--- src/rre_regs.svh ---
// Constants for the return and rotate execution slice
`ifndef RRE_REGS_SVH
`define RRE_REGS_SVH

// ----------------------------------------------------------------
// Field positions
// ----------------------------------------------------------------
`define RRE_BYTE_MSB 7
`define RRE_BYTE_LSB 0

// ----------------------------------------------------------------
// Reset values
// ----------------------------------------------------------------
`define RRE_ACC_RST   8'h00
`define RRE_PC_RST    11'h000
`define RRE_CARRY_RST 1'b0
`define RRE_GIE_RST   1'b0
`define RRE_SP_RST    2'h0

// ----------------------------------------------------------------
// Addresses
// ----------------------------------------------------------------
`define RRE_IRQ_VECTOR 11'h004

`endif

--- src/rre_pkg.sv ---
// Types shared by the return and rotate execution slice
`default_nettype none

package rre_pkg;

  // ----------------------------------------------------------------
  // Operations handed over by the decoder
  // ----------------------------------------------------------------
  typedef enum logic [2:0] {
    RRE_OP_NONE  = 3'b000,
    RRE_OP_CALL  = 3'b001,
    RRE_OP_RETL  = 3'b010,
    RRE_OP_IRET  = 3'b011,
    RRE_OP_MROT  = 3'b100,
    RRE_OP_RLACC = 3'b101,
    RRE_OP_RLCY  = 3'b110
  } rre_op_t;

endpackage : rre_pkg

`default_nettype wire

--- src/rre_rot_if.sv ---
// Carrier between the executor and its rotator
`default_nettype none

interface rre_rot_if;
  logic [7:0] in_byte;
  logic       carry_in;
  logic [7:0] rot_plain;
  logic [7:0] rot_carry;
  logic       carry_out;

  modport exec (output in_byte, output carry_in,
                input rot_plain, input rot_carry, input carry_out);
  modport rot  (input in_byte, input carry_in,
                output rot_plain, output rot_carry, output carry_out);
endinterface : rre_rot_if

`default_nettype wire

--- src/rre_rotator.sv ---
// One-position left rotation, plain and through carry
`include "rre_regs.svh"
`default_nettype none

module rre_rotator (
  rre_rot_if.rot port_rot
);

  // Bit 7 wraps to bit 0
  assign port_rot.rot_plain = {port_rot.in_byte[`RRE_BYTE_MSB - 1:`RRE_BYTE_LSB],
                               port_rot.in_byte[`RRE_BYTE_MSB]};

  assign port_rot.rot_carry = {port_rot.in_byte[`RRE_BYTE_MSB - 1:`RRE_BYTE_LSB],
                               port_rot.carry_in};

  assign port_rot.carry_out = port_rot.in_byte[`RRE_BYTE_MSB];

endmodule : rre_rotator

`default_nettype wire

--- src/rre_exec.sv ---
// Return and rotate execution slice of the core
`include "rre_regs.svh"
`default_nettype none

// Notes on behaviour
// - Return-with-literal pops the PC, loads the literal into ACC and touches no flag.
// - Interrupt-exit with no interrupt pending pops the PC and sets the global interrupt enable, touching no flag.
// - A pending interrupt at interrupt-exit is serviced before the main program resumes.
// - Memory rotate-left moves bit 7 to bit 0, writes back in place and alters no flag.
// - Rotate-left into ACC puts the rotation in ACC, leaves memory and flags alone.
// - Rotate-left via carry treats byte and carry as a nine-bit ring, bit 7 to carry.
// - Rotate-left via carry shifts the previous carry into bit 0.
// - Rotate-left via carry writes the byte back and changes only the carry flag.
module rre_exec #(
  parameter int PC_W    = 11,
  parameter int ADDR_W  = 7,
  parameter int DEPTH   = 4
) (
  input  wire logic              clock,
  input  wire logic              rstn,
  input  wire logic              op_valid,
  input  wire logic [2:0]        op_code,
  input  wire logic [7:0]        op_imm,
  input  wire logic [ADDR_W-1:0] op_addr,
  input  wire logic [PC_W-1:0]   op_target,
  input  wire logic [PC_W-1:0]   op_ret_addr,
  input  wire logic [7:0]        mem_rdata,
  input  wire logic              irq_pending,
  output logic [PC_W-1:0]        pc,
  output logic                   pc_load,
  output logic [7:0]             acc,
  output logic                   carry,
  output logic                   gie,
  output logic                   irq_ack,
  output logic                   mem_we,
  output logic [ADDR_W-1:0]      mem_addr,
  output logic [7:0]             mem_wdata
);

  localparam int SP_W = $clog2(DEPTH);

  // ----------------------------------------------------------------
  // Decode
  // ----------------------------------------------------------------
  rre_pkg::rre_op_t op;
  assign op = rre_pkg::rre_op_t'(op_code);

  wire logic is_call  = op_valid && (op == rre_pkg::RRE_OP_CALL);
  wire logic is_retl  = op_valid && (op == rre_pkg::RRE_OP_RETL);
  wire logic is_iret  = op_valid && (op == rre_pkg::RRE_OP_IRET);
  wire logic is_mrot  = op_valid && (op == rre_pkg::RRE_OP_MROT);
  wire logic is_rlacc = op_valid && (op == rre_pkg::RRE_OP_RLACC);
  wire logic is_rlcy  = op_valid && (op == rre_pkg::RRE_OP_RLCY);
  // Codes 0 and 7 decode to nothing; the slice never stalls

  // Pending interrupt diverts the exit straight into the handler
  wire logic iret_divert = is_iret && irq_pending;
  wire logic do_pop      = is_retl || (is_iret && !irq_pending);

  // ----------------------------------------------------------------
  // Rotator
  // ----------------------------------------------------------------
  // No forwarding: a rotate right after a write-back sees the stale byte
  rre_rot_if rot_bus ();
  assign rot_bus.in_byte  = mem_rdata;
  assign rot_bus.carry_in = carry;

  rre_rotator u_rot (
    .port_rot (rot_bus.rot)
  );

  // ----------------------------------------------------------------
  // Return stack
  // ----------------------------------------------------------------
  // Circular like the real nesting stack: overflow silently overwrites
  // Pop on empty wraps as well; the decoder must not issue one
  logic [PC_W-1:0] stack_mem [DEPTH];
  logic [SP_W-1:0] sp;

  wire logic [SP_W-1:0] sp_dec   = sp - SP_W'(1);
  wire logic [PC_W-1:0] top_addr = stack_mem[sp_dec];

  logic [SP_W-1:0] next_sp;
  always_comb begin
    next_sp = sp;
    if (is_call) begin
      next_sp = sp + SP_W'(1);
    end else if (do_pop) begin
      next_sp = sp_dec;
    end
  end

  always_ff @(posedge clock) begin
    if (is_call) begin
      stack_mem[sp] <= op_ret_addr;
    end
  end

  always_ff @(posedge clock or negedge rstn) begin
    if (!rstn) begin
      sp <= SP_W'(`RRE_SP_RST);
    end else begin
      sp <= next_sp;
    end
  end

  // ----------------------------------------------------------------
  // Program counter and interrupt enable
  // ----------------------------------------------------------------
  // Fixed vector; a wider PC only pads above it
  wire logic [PC_W-1:0] irq_vec = PC_W'(`RRE_IRQ_VECTOR);
  logic [PC_W-1:0] next_pc;
  logic            next_gie;
  always_comb begin
    next_pc  = pc;
    next_gie = gie;
    if (is_call) begin
      next_pc = op_target;
    end else if (iret_divert) begin
      // Handler first; return address stays stacked
      next_pc  = irq_vec;
      next_gie = 1'b0;
    end else if (is_iret) begin
      next_pc  = top_addr;
      next_gie = 1'b1;
    end else if (is_retl) begin
      next_pc = top_addr;
    end
  end

  // Diverted exit loads the vector, so it counts as a load too
  wire logic next_pc_load = is_call || is_iret || is_retl;

  always_ff @(posedge clock or negedge rstn) begin
    if (!rstn) begin
      pc      <= PC_W'(`RRE_PC_RST);
      pc_load <= 1'b0;
    end else begin
      pc      <= next_pc;
      pc_load <= next_pc_load;
    end
  end

  // Ack for controller
  // Pulse only; clearing the request is the controller's job
  always_ff @(posedge clock or negedge rstn) begin
    if (!rstn) begin
      gie     <= `RRE_GIE_RST;
      irq_ack <= 1'b0;
    end else begin
      gie     <= next_gie;
      irq_ack <= iret_divert;
    end
  end

  // ----------------------------------------------------------------
  // Accumulator and carry
  // ----------------------------------------------------------------
  logic [7:0] next_acc;
  logic       next_carry;
  always_comb begin
    next_acc   = acc;
    next_carry = carry;
    if (is_retl) begin
      next_acc = op_imm;
    end else if (is_rlacc) begin
      next_acc = rot_bus.rot_plain;
    end else if (is_rlcy) begin
      // Carry is the only flag changed
      next_carry = rot_bus.carry_out;
    end
  end

  always_ff @(posedge clock or negedge rstn) begin
    if (!rstn) begin
      acc <= `RRE_ACC_RST;
    end else begin
      acc <= next_acc;
    end
  end

  always_ff @(posedge clock or negedge rstn) begin
    if (!rstn) begin
      carry <= `RRE_CARRY_RST;
    end else begin
      carry <= next_carry;
    end
  end

  // ----------------------------------------------------------------
  // Data memory write-back
  // ----------------------------------------------------------------
  // In-place write of plain rotation, or of the through-carry rotation for rotate-left via carry
  wire logic       next_mem_we    = is_mrot || is_rlcy;
  wire logic [7:0] next_mem_wdata = is_rlcy ? rot_bus.rot_carry : rot_bus.rot_plain;

  always_ff @(posedge clock or negedge rstn) begin
    if (!rstn) begin
      mem_we <= 1'b0;
    end else begin
      mem_we <= next_mem_we;
    end
  end

  // Address and data follow every cycle; only mem_we qualifies them
  always_ff @(posedge clock or negedge rstn) begin
    if (!rstn) begin
      mem_addr  <= '0;
      mem_wdata <= 8'h00;
    end else begin
      mem_addr  <= op_addr;
      mem_wdata <= next_mem_wdata;
    end
  end

endmodule : rre_exec

`default_nettype wire

--- config.mk ---
export PLATFORM = sky130hd
export DESIGN_NAME = rre_exec
export DESIGN_NICKNAME = d
export VERILOG_FILES = /design/src/rre_pkg.sv /design/src/rre_rot_if.sv /design/src/rre_rotator.sv /design/src/rre_exec.sv
export VERILOG_INCLUDE_DIRS = /design/src
export SDC_FILE = /design/constraint.sdc
export NUM_CORES = 1
export LEC_CHECK = 0
export BUFFER_PORTS_ARGS = -buffer_cell sky130_fd_sc_hd__buf_2
export CORE_AREA = 10 10 106 85
export CTS_CLUSTER_DIAMETER = 100
export DETAILED_ROUTE_END_ITERATION = 10
export DIE_AREA = 0 0 116 95
export PLACE_DENSITY = 0.78
export RECOVER_POWER = 25
export SLEW_MARGIN = 20
export SYNTH_ARGS = -nofsm -noshare
export SYNTH_HDL_FRONTEND = slang
export SYNTH_SLANG_ARGS = --single-unit
--- constraint.sdc ---
create_clock -name clock -period 3.14 [get_ports clock]
set_input_delay 0.314 -clock clock [delete_from_list [all_inputs] [get_ports clock]]
set_output_delay 0.314 -clock clock [all_outputs]
set_load 0.02 [all_outputs]
; Word-level counts from Yosys, hierarchy flattened
; Memories as Yosys holds them, arrays and structs flattened.
; Index checks and enable logic that the tools add are counted.
[classes]
n_eq_ne = 6
mul = 0
n_mux = 13
div_mod_pow = 0
addsub = 2
magnitude_cmp = 0
bitwise = 3
reduce_logical = 19
shift = 0
[ops]
columns = operator, n
row1 = two-way mux 11 bit, 4
row2 = two-way mux 8 bit, 2
row3 = "== test 3 bit, second input constant", 3
row4 = logical AND 1 bit, 8
row5 = "== test 3 x 2 -> 1 bit, second input constant", 2
row6 = nonzero test 2 bit, 3
row7 = two-way mux 1 bit, 5
row8 = logical OR 1 bit, 4
row9 = two-way mux 2 bit, 2
row10 = nonzero test 4 bit, 1
row11 = "== test 3 x 1 -> 1 bit, second input constant", 1
row12 = NOT 1 bit, 3
row13 = AND reduction 3 bit, 1
row14 = "adder 2 x 1 -> 2 bit, second input constant", 1
row15 = AND reduction 2 bit, 1
row16 = "subtractor 2 x 1 -> 2 bit, second input constant", 1
row17 = logical NOT 1 bit, 1
[word_totals]
inputBits = 52
rom_bits = 0
latchBits = 0
memories = 1
ramBits = 44
reg_bits = 41
out_inout_bits = 39
word_cells = 54
[mem_list]
columns = name, depth, word_bits, read_ports, rd_clocked_by_memory_dff, wr, line_no
row1 = stack_mem, 4, 11, 1, 0, 1, rre_exec.sv:77  ; logic [PC_W-1:0] stack_mem [DEPTH];

; Logic depth before layout (Yosys ltp)
; Gate-level depths: netlist of the first run.
[depth]
depth_word = 6
depth_mapped = 7
ltp_nobuf = 5

; By module
; From an unflattened synthesis of the first run, not the netlist that was laid out.
[unflattened]
hier_cells = 217
area_unflattened_um2 = 3473.3
[modules_own_cells]
columns = module, area_per_inst_um2, cells_per_inst, instances
row1 = rre_exec, 3345.7, 200, 1
row2 = rre_rotator, 127.6, 17, 1

; Worst setup path before layout of the first run
; No wires, ideal clock.
[synth_path]
path_type = register to register
startpoint = register sp[0]
endpoint = register pc[0]
slack_ps = 1092
stages_incl_launch_ff = 7
synth_period_minus_slack_ps = 2048
required_ps = 3014
t_arrival_ps = 1922
cell_sequence = dfrtp_1 -> buf_6 -> inv_1 -> ha_1 -> buf_1 -> mux4_2 -> a221o_1
[synth_between]
elab_chain_len = 6
[synth_lines]
columns = element, line_no
row1 = "start, declared", rre_exec.sv:78  ; logic [SP_W-1:0] sp;
row2 = "start signal, assigned", rre_exec.sv:101  ; sp <= SP_W'(`RRE_SP_RST);
row3 = "start signal, assigned", rre_exec.sv:103  ; sp <= next_sp;
row4 = subtractor 2 x 1 -> 2 bit (*), rre_exec.sv:80  ; wire logic [SP_W-1:0] sp_dec = sp - SP_W'(1);
row5 = memory read (4 x 11 bit) (*), --
row6 = two-way mux 11 bit, rre_exec.sv:126  ; end else if (is_retl) begin
row7 = two-way mux 11 bit (*), rre_exec.sv:123  ; end else if (is_iret) begin
row8 = two-way mux 11 bit (*), rre_exec.sv:119  ; end else if (iret_divert) begin
row9 = two-way mux 11 bit (*), rre_exec.sv:117  ; if (is_call) begin
row10 = "end signal, assigned", rre_exec.sv:136  ; pc <= PC_W'(`RRE_PC_RST);
row11 = "end signal, assigned", rre_exec.sv:139  ; pc <= next_pc;
row12 = "end, declared", rre_exec.sv:29  ; output logic [PC_W-1:0] pc,
; Mark *: on every way between the ends. The rest lies on a longest branch, timed or not. The select of a mux whose other input is x is not followed.
; A chain may end at the register's enable or synchronous reset.

; Final worst setup path of the first run
[layout_path]
startpoint = register sp[0]
endpoint = register pc[10]
; The elaborated chain is that of the path after synthesis.

==> metrics.yaml, run 1 <==
postSynthRegisterBits: 85
gr-total-overflow: 0
synth-adder-area-share_pct: 1.489
period_share_pct: 68.55
syn_area_um2: 3362
synthFlopType: "edfxtp_1"
cts_tree: "built"
first_iter_violations: 119
power_density_nw_per_um2: 696.0
cts.sinks: 85
holdBufCountCts: 0
synth_top_area_cell: "edfxtp_1"
layout.cells.non_filler: 372
power_uw: 2816
synth_nets: 242
hold_start: "op_addr[5]"
grt_pass1_vias: 2083
drc_errors: 0
cts_buffer_depth: 2
synth_compound_area_share_pct: 5.024
min_to: "mem_addr[5]"
chipHeight_um: 95
ios: 91
antenna_found_initial: 0
cts.clk_slew.worst_paths_ns: 0.08
hold_path.class: "in -> reg"
drive_above_1_share_pct: 40.00
dr.pass1.iters: 4
synthXorXnorAreaFrac_pct: 0.2605
ctsResizeCount: 0
rows: 27
yosys.cell_types.count: 39
multi_input_area_um2: 929.6
ff2ff_setup_slack_ns: 0.99
synth_top_area_share_pct: 39.30
pre_cts_ws_ns: 0.9736
ctsRootBufferMaster: "clkbuf_8"
crit_arrival_ns: 2.39
synth_area_leaders: "edfxtp_1 (39%), dfrtp_1 (31%), mux4_1 (7.0%), mux2_2 (5.0%), a221o_1 (3.0%)"
vdd_drop_max_uv: 306.4
gp_congestion: 0.7668
worst_pin_slew_ns: 0.8855
post_cts_buffers: 0
antenna_cells: 0
synthSimpleGateAreaFrac_pct: 6.885
fill_cells: 562
timing.fmax_ghz: 0.4646
cp.required_ns: 3.38
maxCapViolCount: 0
area_growth_pct: 20.36
antenna_left: 0
grt_pass1_wl_um: 11120
fin_nets: 336
reg2reg_depth: 5
totalWireLength_um: 7348
ff_latch_area_um2: 2347
cts_made_buffers: 9
grt_usage_pct: 13.41
fin_skew_ns: 0.007787
endpoint_kind: "flip-flop"
worstReg2RegEnd: "pc[10]"
cp_max_fo: 14
min_path_cells: 1
start_kind: "flip-flop"
maxSlewViolCount: 0
tns_ns: 0
initial_core_util_pct: 47.85
synth-warning-count: 0
wl_per_cell_um: 19.75
setup_slack_ns: 0.9875
async_reset_ff_share_pct: 48.24
dp_hpwl_um: 5346
setup_viol: 0
outcome: "complete, no violations"
core_region_area_um2: 7027
rsz0062_at_grt: "no"
synth_edf_count: 44
htreeDepth: 3
synth_top_family_by_area: "multiplexers"
dp.cells: 356
yosysSeqAreaShare_pct: 69.82
critPathKind: "reg -> reg"
slew_headroom_pct: 40.96
hold_viol_final: 0
synthCells: 186
worstSkewPairLatency_ns: 0.35
via_per_inst: 5.290
die_width_um: 116
io_buffers: 90
dieArea_um2: 11020
grt_max_degree: 42
period_minus_slack_ns: 2.152
yosys-mux-area-fraction_pct: 13.99
avgSynthCellArea_um2: 18.08
r2r-start: "sp[0]"
dr_total_vias: 1968
cellLeakagePower_uw: 0.001740
area by class of cell:
type / instances / share of cell area (%)
clock buffer: 10 / 3.154
clock inverter: 6 / 1.577
inverter: 7 / 0.6494
multi-input combinational: 86 / 22.97
sequential: 85 / 58.01
tap: 87 / 2.690
timing repair buffer: 91 / 10.95
cells in the mapped netlist (all sizes together) (2+ instances only):
library cell / number
edfxtp: 44
dfrtp: 41
mux2: 15
and2: 14
mux4: 11
a221o: 10
buf: 7
inv: 7
ha: 4
nand2: 4
and3: 2
and4bb: 2
mux2i: 2
nor2: 2
o21ai: 2
or2: 2
per-layer routing:
layer / vias to the layer above / track usage (%) / wire (um)
met3: 8 / 6.147 / 742
met5: - / 0 / 0
met4: 0 / 4.262 / 100
met1: 975 / 15.36 / 3080
met2: 80 / 22.08 / 3425
li1: 905 / - / -
through the flow:
step	hold slack (ns)	util, %	cell area, um^2
after floorplan	0.01841	-	3362
after CTS	0.04219	57.80	4061
after global routing	0.03940	57.59	4046
final	0.06659	57.59	4046
after global placement	0.4232	55.07	3870
after detailed placement	0.4234	55.07	3870
registers in the layout, summed over array words and instances (netlist names), 2 cells and up:
signal / count
stack_mem: 44
mem_addr: 7
acc: 8
sp: 2
mem_wdata: 8
pc: 11
layout by cell type, fill, tap and decap left out, drive strengths merged, types with 2 or more instances in the layout:
cell type,synthesis,final
clkinv,0,5
ha,4,4
inv,7,7
mux2,15,15
dfrtp,41,41
and4bb,2,2
and2,14,14
mux2i,2,2
and3,2,2
edfxtp,44,44
nor2,2,2
mux4,11,11
buf,7,79
a221o,10,10
clkbuf,1,22
nand2,4,4
or2,2,2
o21ai,2,2
worst max path at each step:
stage,start,end,slack (ns),cells past startpoint
finish,sp[0],pc[10],0.99,5
global route,sp[0],pc[10],0.85,5
CTS,sp[0],pc[10],0.96,5
detailed placement,sp[0],pc[10],0.97,5
global placement,sp[0],pc[10],1.09,5
floorplan,sp[0],pc[0],1.09,6
cells by family (layout without fill, tap and decap cells):
| logic type | after synthesis | after routing |
|---|---|---|
| flip-flops | 85 | 85 |
| AND/OR/NAND/NOR | 35 | 35 |
| multiplexers | 28 | 28 |
| AO/OA/AOI/OAI | 18 | 18 |
| buffers and inverters | 15 | 114 |
| adder cells (fa/ha/maj) | 4 | 4 |
| XOR/XNOR | 1 | 1 |
where the power goes:
| part | internal (uW) | switching, uW |
|---|---|---|
| sequential | 1290 | 62.2 |
| combinational | 342 | 386 |
| clock | 366 | 372 |
| total | 2000 | 820 |
critical path: stages, from the launching register on:
cell and delay [ns]:
dfrtp_1 0.34, buf_4 0.25, inv_1 0.12, ha_1 0.62, mux4_2 0.39, a221o_1 0.33
Note: power is estimated with default switching activity, not from simulation.
==> inputs of run 2 (changes only) <==
--- a/config.mk
+++ b/config.mk
@@ -7,11 +7,11 @@
 export NUM_CORES = 1
 export LEC_CHECK = 0
 export BUFFER_PORTS_ARGS = -buffer_cell sky130_fd_sc_hd__buf_2
-export CORE_AREA = 10 10 106 85
+export CORE_AREA = 10 10 109 87
 export CTS_CLUSTER_DIAMETER = 100
 export DETAILED_ROUTE_END_ITERATION = 10
-export DIE_AREA = 0 0 116 95
-export PLACE_DENSITY = 0.78
+export DIE_AREA = 0 0 119 97
+export PLACE_DENSITY = 0.77
 export RECOVER_POWER = 25
 export SLEW_MARGIN = 20
 export SYNTH_ARGS = -nofsm -noshare
==> constraint.sdc (replaced) <==
create_clock -name clock -period 1.8 [get_ports clock]
set_input_delay 0.18 -clock clock [delete_from_list [all_inputs] [get_ports clock]]
set_output_delay 0.18 -clock clock [all_outputs]
set_load 0.02 [all_outputs]
==> run 2 against run 1 <==
Net effect:
- combinational power up 88%
- clock power increased by 100%
- register-to-register slack got worse by 0.87 ns
- clock-buffer cell count is 1 lower
- core utilization increased by 2.4 points
- largest cell class unchanged
- largest power group unchanged
- highest routed layer unchanged
==> metrics.yaml, run 2 (synthesis results as in run 1) <==
outcome: "complete, no violations"
grt_pass1_wl_um: 12220
hold_path.class: "in -> reg"
fin_nets: 361
cp_max_fo: 13
internal_power_uw: 3728
cts_made_buffers: 9
final_cell_mix: "buf_2 (75), edfxtp_1 (44), dfrtp_1 (41)"
dr.pass1.iters: 6
max_flop_register: "stack_mem"
grt_pass1_vias: 2291
die_width_um: 119
vdd_drop_max_uv: 552.5
initial_core_util_pct: 46.50
power_density_nw_per_um2: 1202
via_per_inst: 5.066
maxCapViolCount: 0
htreeDepth: 3
clock_power_share_pct: 28.5
grt_max_degree: 26
ff2ff_setup_slack_ns: 0.12
placed_cell_area_um2: 3975
antenna_cells: 0
cts.sinks: 85
route.met2.wl_um: 3584
worstSkewPairLatency_ns: 0.34
r2r-start: "sp[1]"
chipHeight_um: 97
core_region_area_um2: 7229
rsz0062_at_grt: "no"
dieArea_um2: 11540
grt_usage_pct: 13.12
gp_congestion: 0.7031
dr_wl_met3_um: 645
setup_viol: 0
largest_registers: "stack_mem: 44 flops, pc: 11 flops"
crit_arrival_ns: 1.90
area_growth_pct: 28.95
layout_commonest_cell: "buf_2"
first_iter_violations: 133
antenna_left: 0
cts_tree: "built"
wl_met1_um: 3375
antenna_found_initial: 0
worst_pin_slew_ns: 0.5806
cts.clk_slew.worst_paths_ns: 0.08
highest_layer: "met4"
gr-total-overflow: 0
worstReg2RegEnd: "pc[10]"
period_minus_slack_ns: 1.679
cellLeakagePower_uw: 0.001862
totalWireLength_um: 7666
tns_ns: 0
pre_cts_ws_ns: 0.1301
fin_area_um2: 4335
switching_share_pct: 28.44
slew_headroom_pct: 61.29
period_share_pct: 93.28
endpoint_kind: "flip-flop"
cp.required_ns: 2.02
p_comb_share_pct: 26.3
hold_start: "op_imm[0]"
maxSlewViolCount: 0
drive_above_1_share_pct: 40.65
power_frac_seq_pct: 45.2
min_path_cells: 3
cts_buffer_depth: 2
wl_per_cell_um: 18.65
ios: 91
fin_skew_ns: 0.008387
setup_slack_ns: 0.1209
io_buffers: 90
min_to: "acc[0]"
start_kind: "flip-flop"
rows: 27
ctsRootBufferMaster: "clkbuf_8"
dp_hpwl_um: 5569
reg2reg_depth: 4
timing.fmax_ghz: 0.5956
largest_reg_flops: 44
critPathKind: "reg -> reg"
hold_viol_final: 0
p_switching_uw: 1482
post_cts_buffers: 0
dr_total_vias: 2082
drc_errors: 0
run 2: cell types whose count changed in the layout (fill, tap and decap cells not counted), moves of 2 or more:
cell	delta
clkbuf_1	+2
dlygate4sd3_1	+15
clkinv_4	-2
buf_4	+10
inv_6	+2
buf_2	-3
clkinv_1	-2
run 2: final cells by class:
| cell class | count | area, um^2 |
|---|---|---|
| fill | 548 | 2894 |
| sequential | 85 | 2347 |
| multi-input combinational | 86 | 942.2 |
| timing repair buffer | 116 | 664.4 |
| tap | 101 | 126.4 |
| clock buffer | 9 | 123.9 |
| clock inverter | 7 | 105.1 |
| inverter | 7 | 26.28 |
run 2: stage by stage:
| stage | cells | power, uW | utilization, % | hold slack, ns |
|---|---|---|---|---|
| floorplan | 186 | 3308 | - | -0.1156 |
| global placement | 380 | 3720 | 54.98 | 0.2107 |
| detailed placement | 380 | 3758 | 54.98 | 0.2139 |
| CTS | 411 | 5277 | 60.23 | 0.04107 |
| global route | 411 | 5481 | 59.97 | 0.08372 |
| finish | 411 | 5210 | 59.97 | 0.05354 |
run 2: power groups by stage:
stage	clock [uW]	combinational (uW)	sequential, uW
floorplan	0	722	2590
global placement	0	1330	2390
detailed placement	0	1360	2400
CTS	1530	1390	2360
global route	1620	1490	2380
finish	1480	1370	2360
run 2: worst max-delay path: stages (launching register included):
cell     delay (ns)
dfrtp_1        0.42
inv_1          0.12
ha_4           0.38
mux4_2         0.31
a221o_1        0.33
run 2: per-layer routing:
| metal | GRT usage [%] | up-vias |
|---|---|---|
| met1 | 16.26 | 1034 |
| met2 | 21.21 | 85 |
| met5 | 0 | - |
| li1 | - | 956 |
| met4 | 2.977 | 0 |
| met3 | 4.983 | 7 |
run 2: worst max path at each step:
stage               start     end  slack, ns  cells after the start
detailed placement  sp[1]   pc[0]       0.13                      4
CTS                 sp[1]   pc[0]       0.13                      4
global route        sp[1]  pc[10]       0.03                      4
global placement    sp[1]  pc[10]       0.20                      4
floorplan           sp[0]   pc[0]       0.02                      6
finish              sp[1]  pc[10]       0.12                      4
run 2: repair_timing:
action,CTS,global route
endpoints found under the hold margin,37,0
hold buffers,15,0
resized for setup,0,0
